$ cat src/logic/timer_pkg.sv
// Constants, types and field layouts shared by the dual 12-bit counter block
package timer_pkg;

    ////////////////////////////////////////////////////////////////////////
    // Port address space
    localparam int PORT_ADDR_WIDTH = 5;
    localparam logic [4:0] FIRST_COMMAND_ADDR = 5'h1C;
    localparam logic [4:0] SECOND_COMMAND_ADDR = 5'h1D;
    localparam logic [3:0] COMMAND_RESET = 4'h0;

    ////////////////////////////////////////////////////////////////////////
    // RAM nibble map of the count registers, low nibble first
    localparam int RAM_ADDR_WIDTH = 7;
    localparam logic [6:0] FIRST_COUNT_BASE = 7'h74;
    localparam logic [6:0] SECOND_COUNT_BASE = 7'h78;
    localparam logic [1:0] NIBBLE_LOW = 2'h0;
    localparam logic [1:0] NIBBLE_MID = 2'h1;
    localparam logic [1:0] NIBBLE_HIGH = 2'h2;

    ////////////////////////////////////////////////////////////////////////
    // Counter layout
    localparam int COUNT_WIDTH = 12;
    localparam logic [11:0] COUNT_RESET = 12'h000;
    localparam logic [11:0] COUNT_ALL_ONES = 12'hFFF;
    localparam logic [11:0] COUNT_STEP = 12'h001;

    // Command fields: bits 3..2 mode, bits 1..0 rate select
    localparam int MODE_MSB = 3;
    localparam int MODE_LSB = 2;
    localparam int RATE_MSB = 1;
    localparam int RATE_LSB = 0;

    typedef enum logic [1:0] {
        MODE_STOP = 2'b00,
        MODE_EVENT = 2'b01,
        MODE_TIMER = 2'b10,
        MODE_WIDTH = 2'b11
    } mode_type;

    ////////////////////////////////////////////////////////////////////////
    // Prescaler: 22 stages, rate taps give clock/2^10, 2^14, 2^18, 2^22
    localparam int PRESCALE_WIDTH = 22;
    localparam logic [21:0] PRESCALE_RESET = 22'h000000;
    localparam logic [21:0] PRESCALE_STEP = 22'h000001;
    localparam int RATE_TAP_0 = 9;
    localparam int RATE_TAP_1 = 13;
    localparam int RATE_TAP_2 = 17;
    localparam int RATE_TAP_3 = 21;

    ////////////////////////////////////////////////////////////////////////
    // Bus carriers
    typedef struct packed {
        logic write;
        logic [4:0] addr;
        logic [3:0] data;
    } port_write_type;

    typedef struct packed {
        logic read;
        logic write;
        logic [6:0] addr;
        logic [3:0] data;
    } ram_access_type;

endpackage

$ cat src/logic/count_channel.sv
// One 12-bit counter channel: command, request latch and count nibbles
`timescale 1ns/10ps
module count_channel #(
    parameter logic [6:0] ram_base = 7'h00
) (
    // Clock and control
    input wire logic clk,
    input wire logic reset,
    input wire logic clk_en,
    // Command port and RAM access
    input wire logic command_write,
    input wire logic [3:0] command_data,
    input wire timer_pkg::ram_access_type ram,
    // Count sources
    input wire logic pin_level,
    input wire logic pin_rise,
    input wire logic [3:0] rate_rise,
    // Arbitration
    input wire logic grant,
    output logic request,
    // Results
    output logic [11:0] count,
    output logic overflow,
    output logic uses_pin
);

    logic [3:0] command;
    logic pending;
    logic pulse_rise;
    logic rate_pick;
    timer_pkg::mode_type mode;

    ////////////////////////////////////////////////////////////////////////
    // Command register, cleared by reset
    always_ff @(posedge clk) begin
        if (reset) begin
            command <= timer_pkg::COMMAND_RESET;
        end else if (clk_en && command_write) begin
            command <= command_data;
        end
    end

    // Mode decode and selected count pulse
    always_comb begin
        mode = timer_pkg::mode_type'(
            command[timer_pkg::MODE_MSB:timer_pkg::MODE_LSB]);
        rate_pick = rate_rise[command[timer_pkg::RATE_MSB:timer_pkg::RATE_LSB]];
        case (mode)
            timer_pkg::MODE_STOP: pulse_rise = 1'b0;
            timer_pkg::MODE_EVENT: pulse_rise = pin_rise;
            timer_pkg::MODE_TIMER: pulse_rise = rate_pick;
            timer_pkg::MODE_WIDTH: pulse_rise = rate_pick & pin_level;
            default: pulse_rise = 1'b0;
        endcase
    end

    ////////////////////////////////////////////////////////////////////////
    // Request latch; a write discards edges seen before it, a new edge
    // wins over the grant that would clear it
    always_ff @(posedge clk) begin
        if (reset) begin
            pending <= 1'b0;
        end else if (clk_en) begin
            if (command_write) begin
                pending <= 1'b0;
            end else if (pulse_rise) begin
                pending <= 1'b1;
            end else if (grant) begin
                pending <= 1'b0;
            end
        end
    end

    ////////////////////////////////////////////////////////////////////////
    // Count nibbles; increment beats a RAM store, which cannot coincide
    // anyway because the inserted cycle holds the processor
    always_ff @(posedge clk) begin
        if (reset) begin
            count <= timer_pkg::COUNT_RESET;
        end else if (clk_en) begin
            if (grant) begin
                count <= count + timer_pkg::COUNT_STEP;
            end else if (ram.write && ram.addr == ram_base + 7'(timer_pkg::NIBBLE_LOW)) begin
                count[3:0] <= ram.data;
            end else if (ram.write && ram.addr == ram_base + 7'(timer_pkg::NIBBLE_MID)) begin
                count[7:4] <= ram.data;
            end else if (ram.write && ram.addr == ram_base + 7'(timer_pkg::NIBBLE_HIGH)) begin
                count[11:8] <= ram.data;
            end
        end
    end

    // Overflow pulse on the wrap to zero
    always_ff @(posedge clk) begin
        if (reset) begin
            overflow <= 1'b0;
        end else if (clk_en) begin
            overflow <= grant && count == timer_pkg::COUNT_ALL_ONES;
        end
    end

    assign request = pending;
    assign uses_pin = mode == timer_pkg::MODE_EVENT
        || mode == timer_pkg::MODE_WIDTH;

endmodule // count_channel

$ cat src/logic/dual_twelve_bit_timer_counter.sv
// Top of the dual 12-bit counter block with count-cycle arbitration
`timescale 1ns/10ps
module dual_twelve_bit_timer_counter (
    // Clock, reset, clock enable
    input wire logic CLK,
    input wire logic RESET,
    input wire logic CLK_EN,
    // Processor instruction timing
    input wire logic CYCLE_START,
    input wire logic INSTR_DONE,
    // Port write bus for the command registers
    input wire timer_pkg::port_write_type PORT,
    // RAM access bus for the count nibbles
    input wire timer_pkg::ram_access_type RAM,
    // Counter input pin
    input wire logic COUNT_INPUT_PIN,
    // Processor hold and service indication
    output logic INSERT_CYCLE,
    output logic FIRST_SERVICED,
    output logic SECOND_SERVICED,
    // RAM read answer
    output logic RAM_HIT,
    output logic [3:0] RAM_RDATA,
    // Overflow interrupt requests
    output logic FIRST_OVERFLOW,
    output logic SECOND_OVERFLOW,
    // Pin taken by a counter mode
    output logic PIN_IN_USE
);

    ////////////////////////////////////////////////////////////////////////
    // Declarations

    logic pin_meta;
    logic pin_mid;
    logic pin_late;
    logic pin_level;
    logic pin_agree;
    logic pin_rise;

    logic [21:0] prescale;
    logic [3:0] rate_level;
    logic [3:0] rate_prev;
    logic [3:0] rate_rise;

    logic first_write;
    logic second_write;

    logic first_request;
    logic second_request;
    logic first_grant;
    logic second_grant;
    logic decision;

    logic [11:0] first_count;
    logic [11:0] second_count;
    logic first_overflow;
    logic second_overflow;
    logic first_uses_pin;
    logic second_uses_pin;

    logic first_hit;
    logic second_hit;
    logic [3:0] next_rdata;

    ////////////////////////////////////////////////////////////////////////
    // Pin synchroniser: three stages, a change counts once the second
    // and third stage agree, which filters a single metastable sample
    always_ff @(posedge CLK) begin
        if (RESET) begin
            pin_meta <= 1'b0;
            pin_mid <= 1'b0;
            pin_late <= 1'b0;
        end else if (CLK_EN) begin
            pin_meta <= COUNT_INPUT_PIN;
            pin_mid <= pin_meta;
            pin_late <= pin_mid;
        end
    end

    // Agreement of the two settled stages
    assign pin_agree = pin_mid == pin_late;

    // Accepted pin level
    always_ff @(posedge CLK) begin
        if (RESET) begin
            pin_level <= 1'b0;
        end else if (CLK_EN && pin_agree) begin
            pin_level <= pin_late;
        end
    end

    // Rising edge of the accepted level; the source must stay at or
    // above a 32-clock period, so each edge is seen cleanly
    assign pin_rise = pin_agree && pin_late && !pin_level;

    ////////////////////////////////////////////////////////////////////////
    // Prescaler: free running from reset, never cleared by a command,
    // so the first timer count may come early after a write
    always_ff @(posedge CLK) begin
        if (RESET) begin
            prescale <= timer_pkg::PRESCALE_RESET;
        end else if (CLK_EN) begin
            prescale <= prescale + timer_pkg::PRESCALE_STEP;
        end
    end

    // Rate taps, slowest divide last
    always_comb begin
        rate_level[0] = prescale[timer_pkg::RATE_TAP_0];
        rate_level[1] = prescale[timer_pkg::RATE_TAP_1];
        rate_level[2] = prescale[timer_pkg::RATE_TAP_2];
        rate_level[3] = prescale[timer_pkg::RATE_TAP_3];
    end

    // Previous tap levels for rising-edge detection
    always_ff @(posedge CLK) begin
        if (RESET) begin
            rate_prev <= 4'h0;
        end else if (CLK_EN) begin
            rate_prev <= rate_level;
        end
    end

    // One-clock pulse on each tap rising edge
    assign rate_rise = rate_level & ~rate_prev;

    ////////////////////////////////////////////////////////////////////////
    // Command register decode
    assign first_write = PORT.write
        && PORT.addr == timer_pkg::FIRST_COMMAND_ADDR;
    assign second_write = PORT.write
        && PORT.addr == timer_pkg::SECOND_COMMAND_ADDR;

    ////////////////////////////////////////////////////////////////////////
    // Counter channels
    count_channel #(
        .ram_base(timer_pkg::FIRST_COUNT_BASE)
    ) first_counter (
        .clk(CLK),
        .reset(RESET),
        .clk_en(CLK_EN),
        .command_write(first_write),
        .command_data(PORT.data),
        .ram(RAM),
        .pin_level(pin_level),
        .pin_rise(pin_rise),
        .rate_rise(rate_rise),
        .grant(first_grant),
        .request(first_request),
        .count(first_count),
        .overflow(first_overflow),
        .uses_pin(first_uses_pin)
    );

    count_channel #(
        .ram_base(timer_pkg::SECOND_COUNT_BASE)
    ) second_counter (
        .clk(CLK),
        .reset(RESET),
        .clk_en(CLK_EN),
        .command_write(second_write),
        .command_data(PORT.data),
        .ram(RAM),
        .pin_level(pin_level),
        .pin_rise(pin_rise),
        .rate_rise(rate_rise),
        .grant(second_grant),
        .request(second_request),
        .count(second_count),
        .overflow(second_overflow),
        .uses_pin(second_uses_pin)
    );

    ////////////////////////////////////////////////////////////////////////
    // Arbitration. A count cycle may start only where an instruction has
    // just finished, or right after another inserted cycle, so a pending
    // second request follows the first back to back
    assign decision = CLK_EN && CYCLE_START
        && (INSTR_DONE || INSERT_CYCLE);

    // First counter has priority; the second waits one instruction cycle
    assign first_grant = decision && first_request;
    assign second_grant = decision && !first_request
        && second_request;

    // Hold output spans exactly one instruction cycle per count
    always_ff @(posedge CLK) begin
        if (RESET) begin
            INSERT_CYCLE <= 1'b0;
        end else if (CLK_EN && CYCLE_START) begin
            INSERT_CYCLE <= first_grant || second_grant;
        end
    end

    // Which counter owns the inserted cycle
    always_ff @(posedge CLK) begin
        if (RESET) begin
            FIRST_SERVICED <= 1'b0;
            SECOND_SERVICED <= 1'b0;
        end else if (CLK_EN && CYCLE_START) begin
            FIRST_SERVICED <= first_grant;
            SECOND_SERVICED <= second_grant;
        end
    end

    ////////////////////////////////////////////////////////////////////////
    // Overflow requests, one clock each, to the interrupt latches
    always_ff @(posedge CLK) begin
        if (RESET) begin
            FIRST_OVERFLOW <= 1'b0;
            SECOND_OVERFLOW <= 1'b0;
        end else if (CLK_EN) begin
            FIRST_OVERFLOW <= first_overflow;
            SECOND_OVERFLOW <= second_overflow;
        end
    end

    // Pin ownership, used by the port logic to release the shared pin
    always_ff @(posedge CLK) begin
        if (RESET) begin
            PIN_IN_USE <= 1'b0;
        end else if (CLK_EN) begin
            PIN_IN_USE <= first_uses_pin || second_uses_pin;
        end
    end

    ////////////////////////////////////////////////////////////////////////
    // RAM read of the count nibbles
    assign first_hit = RAM.addr >= timer_pkg::FIRST_COUNT_BASE
        && RAM.addr <= timer_pkg::FIRST_COUNT_BASE
        + 7'(timer_pkg::NIBBLE_HIGH);
    assign second_hit = RAM.addr >= timer_pkg::SECOND_COUNT_BASE
        && RAM.addr <= timer_pkg::SECOND_COUNT_BASE
        + 7'(timer_pkg::NIBBLE_HIGH);

    // Nibble selection; the RAM shadows the live count
    always_comb begin
        next_rdata = 4'h0;
        if (first_hit) begin
            case (2'(RAM.addr - timer_pkg::FIRST_COUNT_BASE))
                timer_pkg::NIBBLE_LOW: next_rdata = first_count[3:0];
                timer_pkg::NIBBLE_MID: next_rdata = first_count[7:4];
                timer_pkg::NIBBLE_HIGH: next_rdata = first_count[11:8];
                default: next_rdata = 4'h0;
            endcase
        end else if (second_hit) begin
            case (2'(RAM.addr - timer_pkg::SECOND_COUNT_BASE))
                timer_pkg::NIBBLE_LOW: next_rdata = second_count[3:0];
                timer_pkg::NIBBLE_MID: next_rdata = second_count[7:4];
                timer_pkg::NIBBLE_HIGH: next_rdata = second_count[11:8];
                default: next_rdata = 4'h0;
            endcase
        end
    end

    // Registered read answer, one clock after the strobe
    always_ff @(posedge CLK) begin
        if (RESET) begin
            RAM_HIT <= 1'b0;
            RAM_RDATA <= 4'h0;
        end else if (CLK_EN) begin
            RAM_HIT <= RAM.read && (first_hit || second_hit);
            RAM_RDATA <= RAM.read ? next_rdata : 4'h0;
        end
    end

endmodule // dual_twelve_bit_timer_counter

$ cat config.mk
export PLATFORM = sky130hd
export DESIGN_NAME = dual_twelve_bit_timer_counter
export DESIGN_NICKNAME = d
export VERILOG_FILES = /design/src/logic/timer_pkg.sv /design/src/logic/count_channel.sv /design/src/logic/dual_twelve_bit_timer_counter.sv
export SDC_FILE = /design/constraint.sdc
export NUM_CORES = 1
export LEC_CHECK = 0
export ABC_AREA = 1
export BUFFER_PORTS_ARGS = -buffer_cell sky130_fd_sc_hd__buf_2
export CAP_MARGIN = 20
export CORE_MARGIN = 5
export CORE_UTILIZATION = 31
export DETAILED_ROUTE_END_ITERATION = 8
export GPL_TIMING_DRIVEN = 0
export PLACE_DENSITY = 0.51
export SLEW_MARGIN = 25
export SYNTH_ARGS = -nofsm -noshare
export SYNTH_HDL_FRONTEND = slang
export SYNTH_SLANG_ARGS = --single-unit
$ cat constraint.sdc
create_clock -name CLK -period 1.41 [get_ports CLK]
set_clock_uncertainty 0.2 [all_clocks]
set_input_delay 0.141 -clock CLK [delete_from_list [all_inputs] [get_ports CLK]]
set_output_delay 0.141 -clock CLK [all_outputs]
set_load 0.03 [all_outputs]
### Word level (Yosys, flattened, before mapping)

Cells that the tools add are included.
Widths: inputs -> output; s select.

* eq/ne operators: 25
* bitwise gates (word level): 4
* reductions and logical operators: 51
* $add $sub $neg: 5
* mux-type cells: 29
* order comparisons: 6

Operators by type and width (number)
* $mux 4: 11
* $eq 7x7->1 const B: 6
* $add 12x1->12 const B: 2
* $eq 12x12->1 const B: 2
* $mux 12: 2
* $pmux 4 s3: 2
* $logic_and 1x1->1: 23
* $add 22x1->22 const B: 1
* $mux 8: 2
* $ge 7x7->1 const B: 2
* $le 7x7->1 const B: 2
* $eq 2x2->1 const B: 6
* $reduce_bool 2->1: 6
* $eq 5x5->1 const B: 2
* $eq 2x1->1 const B: 4
* $logic_not 2->1: 4
* $mux 1: 8
* $ne 2x1->1 const B: 4
* $pmux 1 s4: 2
* $reduce_and 2->1: 4
* $reduce_and 4->1: 2
* $logic_or 1x1->1: 6
* $lt 2x3->1 const B: 2
* $reduce_and 3->1: 2
* 8 further kinds: 13

* word-level logic and storage cells: 146
* bits in registers: 77
* output and inout bits: 11
* input bits: 29

### Logic depth before layout (Yosys ltp)

* depth after elaboration: 8
* depth in mapped cells: 10
* gate-level depth less buffers: 10

### Modules after synthesis

From an unflattened synthesis, not the netlist that was laid out.

* cell total of the unflattened synthesis: 702
* area, all modules: 4545.6 um^2

Modules (own cells, without submodules)
* count_channel: sequential area each 360.3 um^2, area each 1188.6 um^2, instances 2, cells an instance 197
* dual_twelve_bit_timer_counter: sequential area each 820.8 um^2, area each 2168.3 um^2, instances 1, cells an instance 308

### Least setup slack after synthesis

No wires, ideal clock.

* path type: reg-to-reg
* from: register INSERT_CYCLE
* to: register first_counter.count[2]
* stages on the path, launching flop included: 9
* period minus slack after synthesis: 1.610 ns
* data arrival time: 1.294 ns
* path buffers: 1
* setup time: 0.116 ns
* path slack: -0.200 ns
* data required time: 1.094 ns
* cell sequence: dfxtp_1 nor2_1 nor2_4 nand2_2 buf_6 nand2_1 o21ai_1 nor2_1 nor2_1

* cells in the longest elaborated chain, start to end: 5
* elaborated cells on any way between the ends: 6
* classes of those cells: mux (1); reduce/logical (5)

RTL lines
* from (decl): line dual_twelve_bit_timer_counter.sv:18 `output logic INSERT_CYCLE,`
* from (signal assigned): line dual_twelve_bit_timer_counter.sv:192 `INSERT_CYCLE <= first_grant || second_grant;`
* $logic_or 1x1->1 (*): line dual_twelve_bit_timer_counter.sv:180 `&& (INSTR_DONE || INSERT_CYCLE);`
* $logic_and 1x1->1 (*): line dual_twelve_bit_timer_counter.sv:180
* $logic_and 1x1->1 (*): line dual_twelve_bit_timer_counter.sv:183 `assign first_grant = decision && first_request;`
* $reduce_bool 2->1 (no line)
* $reduce_and 2->1 (no line)
* to (signal assigned): line count_channel.sv:79 `count <= timer_pkg::COUNT_RESET;`
* to (signal assigned): line count_channel.sv:82 `count <= count + timer_pkg::COUNT_STEP;`
* to (signal assigned): line count_channel.sv:84 `count[3:0] <= ram.data;`
* to (decl): line count_channel.sv:22 `output logic [11:0] count,`

Mark *: on every way between the ends. The rest lies on a longest branch, timed or not.
A chain may end at the register's enable or synchronous reset.

### Worst setup path in the final report

* from: register INSERT_CYCLE
* to: register second_counter.count[10]

* cells in the longest elaborated chain, start to end: 6
* elaborated cells on any way between the ends: 9
* classes of those cells: eq/ne (2); mux (1); reduce/logical (6)

RTL lines
* $logic_or 1x1->1 (*): line dual_twelve_bit_timer_counter.sv:180
* $logic_and 1x1->1 (*): line dual_twelve_bit_timer_counter.sv:180
* $logic_and 1x1->1 (*): line dual_twelve_bit_timer_counter.sv:184 `assign second_grant = decision && !first_request`
* $logic_and 1x1->1 (*): line dual_twelve_bit_timer_counter.sv:185 `&& second_request;`
* $ne 2x1->1 (no line) / $reduce_bool 2->1 (equally long branches)
* $reduce_and 4->1 (no line)
* to (signal assigned): line count_channel.sv:79
* to (signal assigned): line count_channel.sv:82
* to (signal assigned): line count_channel.sv:88 `count[11:8] <= ram.data;`
* to (decl): line count_channel.sv:22

Marks and branches as above.

==> results by group <==
Run status
  – Run status: finished, violations left
  – Failing checks: negative setup slack

Clocking
  – Clock Path Buffers: 2
  – Clock Latency Late Sink: 0.34 ns
  – Clock root cell: clkbuf_16
  – TritonCTS Buffers: 9
  – H-tree levels: 3
  – CTS tree: built
  – Clock sinks: 77
  – Clock-pin slew on the worst setup and hold paths: 0.06 ns

GRT
  – Number of global-route vias before repair: 4,275
  – Initial antenna violation count: 0
  – Largest net degree at the start of global routing: 14
  – GRT overflow: 0
  – Tot GR Track Use: 0.168
  – First-pass GRT wire length: 21.5 mm

Critical path
  – Worst setup SP type: flop
  – Worst setup path start: INSERT_CYCLE$_SDFFE_PP0N_
  – Buf+Inv Stages, Crit Path: 2
  – Critical Path AT: 1.65 ns
  – Crit Path Class: flop to flop
  – Reg2reg start: INSERT_CYCLE$_SDFFE_PP0N_
  – Data required, critical path: 1.49 ns
  – Critical Path Slowest Stage Cell: dfxtp_4
  – CP endpoint kind: flop
  – Critical Path Fanout Max: 5
  – Largest stage delay, worst path: 0.36 ns
  – Delay-heaviest family, CP: simple AND/OR/NAND/NOR gates
  – Critical path, cell by cell: nor2_4 > nor2_4 > buf_4 > nand3_4 > clkbuf_16 > a21oi_1 > nor2_1 > nor2_1

Placement
  – PortBufs: 38
  – Dpl cell area: 0.00479 sq mm
  – DP HPWL: 9.51 mm
  – Gpl congestion: 0.841

Finish
  – ANT cells: 0
  – Final core area utilization: 0.442
  – Share of cells above drive strength 1: 0.312
  – Nets: 779
  – Final instance area: 0.00590 sq mm
  – Layout overhead on the synthesized area: 38.8%

Synth
  – Complex-gate fraction of the synthesized area: 0.154
  – Mean Syn Cell Area: 6.56 sq um
  – Main combinational cell family by area after synthesis: simple AND/OR/NAND/NOR gates
  – Distinct cell type count after synthesis: 40
  – Synth Net Count: 681
  – Mux share of post-synthesis cell area: 0
  – YS warnings: 0
  – Adder-cell share of the synthesized area: 0.0118
  – Synth Area in Simple Gates: 0.372
  – Number of synthesized register bits: 77
  – Post-synth top area share: 0.362
  – Area contributors post-synth: dfxtp_1 (36%), nand2_1 (14%), nor2_1 (7.4%), nand3_1 (6.5%), a21oi_1 (6.0%)
  – Register area share after synthesis: 0.362
  – Post-Synth XOR/XNOR Area: 0.0103
  – Syn Inst Count: 648
  – Post-synth top area cell: dfxtp_1
  – Synth Cell Area: 0.00425 sq mm

Power and ir drop
  – Final Total Pwr: 5050 uW
  – Static Leakage: 0.00246 uW
  – VDD IR max: 0.544 mV
  – PD cells: 856 mW/mm^2

Routing
  – # DRC: 0
  – Final wirelength: 13.9 mm
  – DR WL/cell: 15.0 microns
  – Via count: 4,649
  – Final antenna-violating net count: 0
  – 1st-iter DRT viols: 369
  – Drt via density: 5.02
  – First-pass detailed-route iteration total: 5

STA
  – Final hold vios: 0
  – Slew Viols, Final: 0
  – Least-Margin Pin Slew: 0.777 ns
  – RSZ-0062 raised after global routing: yes
  – Tcrit/Tclk final: 1.11
  – Hold Slack: 0.0147 ns
  – # setup viols final: 39
  – Crit path time final: 1.57 ns
  – Peak Freq: 636 MHz
  – Final WS setup: -0.161 ns
  – Rel. slew slack: 0.482

Floorplan
  – Initial Utilization: 0.319
  – FP Rows: 42
  – Core Area: 0.0133 sq mm
  – Boundary Pins: 40
  – DIE WIDTH: 127 microns
  – Overall die height: 127 microns
  – Die Area: 0.0162 sq mm

Min path
  – Min-Delay Path Class: input pin to flop
  – Hold Crit Start: RAM[1]

Run
  – Max Cap Viol: 0
Yosys cell counts, drive strengths merged:
library cell	count
nor2	96
nand2	163
a21boi	1
xor2	3
ha	4
nor3b	2
inv	71
o21ai	56
o2111ai	2
o21a	2
nand3	58
o211ai	2
xnor2	2
nor3	10
a31oi	1
nand3b	1
nor4	1
clkinv	4
clkbuf	7
a21oi	52
or2	1
nand4	19
dfxtp	77
buf	9
o21ba	1
o21bai	3
cell families after synthesis:
kind of cell    count (synthesis)
compound gates                120
flops                          77
fa+ha+maj                       4
buf+inv                        91
simple gates                  351
xor+xnor                        5
worst paths after layout:
path / slack (ns) / depth (start not counted) / end
hold reg to reg: 0.26 / 2 / rate_prev[2]$_SDFFE_PP0P_
hold / removal: 0.01 / 3 / second_counter.count[9]$_SDFFE_PP0P_
setup reg to reg: -0.16 / 8 / second_counter.count[10]$_SDFFE_PP0P_
setup / recovery: -0.16 / 8 / second_counter.count[10]$_SDFFE_PP0P_
power breakdown:
part           total [uW]  internal [uW]  switching [uW]
sequential           2200           2170            23.6
combinational         370            136             234
clock                2490           1500             981
total                5050           3810            1240
through the flow:
stage	std cells	setup WS, ns	TNS [ns]
after floorplan	648	-0.0719	-0.110
after global placement	862	-0.257	-8.47
after detailed placement	862	-0.258	-8.86
after CTS	912	-0.125	-2.11
after global routing	927	-0.235	-6.36
final	927	-0.161	-2.99
cell usage in the layout, fill, tap and decap left out, types with 3 or more instances in the layout:
cell type and instances:
nand2_1 131, nor2_1 76, inv_1 60, dfxtp_1 49, a21oi_1 47, nand3_1 45
buf_2 43, o21ai_0 38, buf_4 33, nand2_2 20, nand4_1 18, dfxtp_4 16
nor2_4 12, clkbuf_16 12, dfxtp_2 12, nand2_4 11, o21ai_2 9, o21ai_1 9
dlygate4sd3_1 9, inv_2 8, nand3_2 8, nor2_2 8, nor3_1 8, inv_4 7
clkbuf_1 7, nand3_4 6, buf_6 6, a21oi_2 4, o21bai_1 3, xor2_1 3
ha_4 3, clkinvlp_4 3
worst register-to-register path, cell delays in order (launching register included):
cell	delay (ns)
dfxtp_4	0.36
nor2_4	0.04
nor2_4	0.17
buf_4	0.17
nand3_4	0.13
clkbuf_16	0.21
a21oi_1	0.11
nor2_1	0.05
nor2_1	0.08
cell type report:
class | instances | area [sq um]
fillers | 1386 | 7440
well taps | 176 | 220
clock buffers | 13 | 303
inverters | 75 | 299
plain buffers | 16 | 105
repair buffers | 86 | 629
clock inverters | 3 | 22.5
multi-input cells | 481 | 2710
flip-flops and latches | 77 | 1620
routing by layer:
metal,vias up,wire [microns],track usage
met5,-,0,0
li1,2326,-,-
met3,25,627,0.0292
met4,0,371,0.0707
met2,116,6230,0.259
met1,2182,6650,0.231
repair_timing:
| action | 4_1_cts | 5_1_grt |
|---|---|---|
| pin swaps | 27 | 22 |
| cloned | 1 | 2 |
| endpoints found under the hold margin | 13 | 0 |
| setup buffers | 24 | 13 |
| gates resized for setup | 66 | 63 |
| hold buffers | 9 | 0 |
| endpoints found under the setup margin | 43 | 43 |
flip-flops by register name, indices dropped and copies added, names as in the netlist, 4 cells and up:
register	cells
first_counter.count	12
first_counter.command	4
rate_prev	4
RAM_RDATA	4
second_counter.command	4
prescale	22
second_counter.count	12
Power figures use the tool's default switching activity.
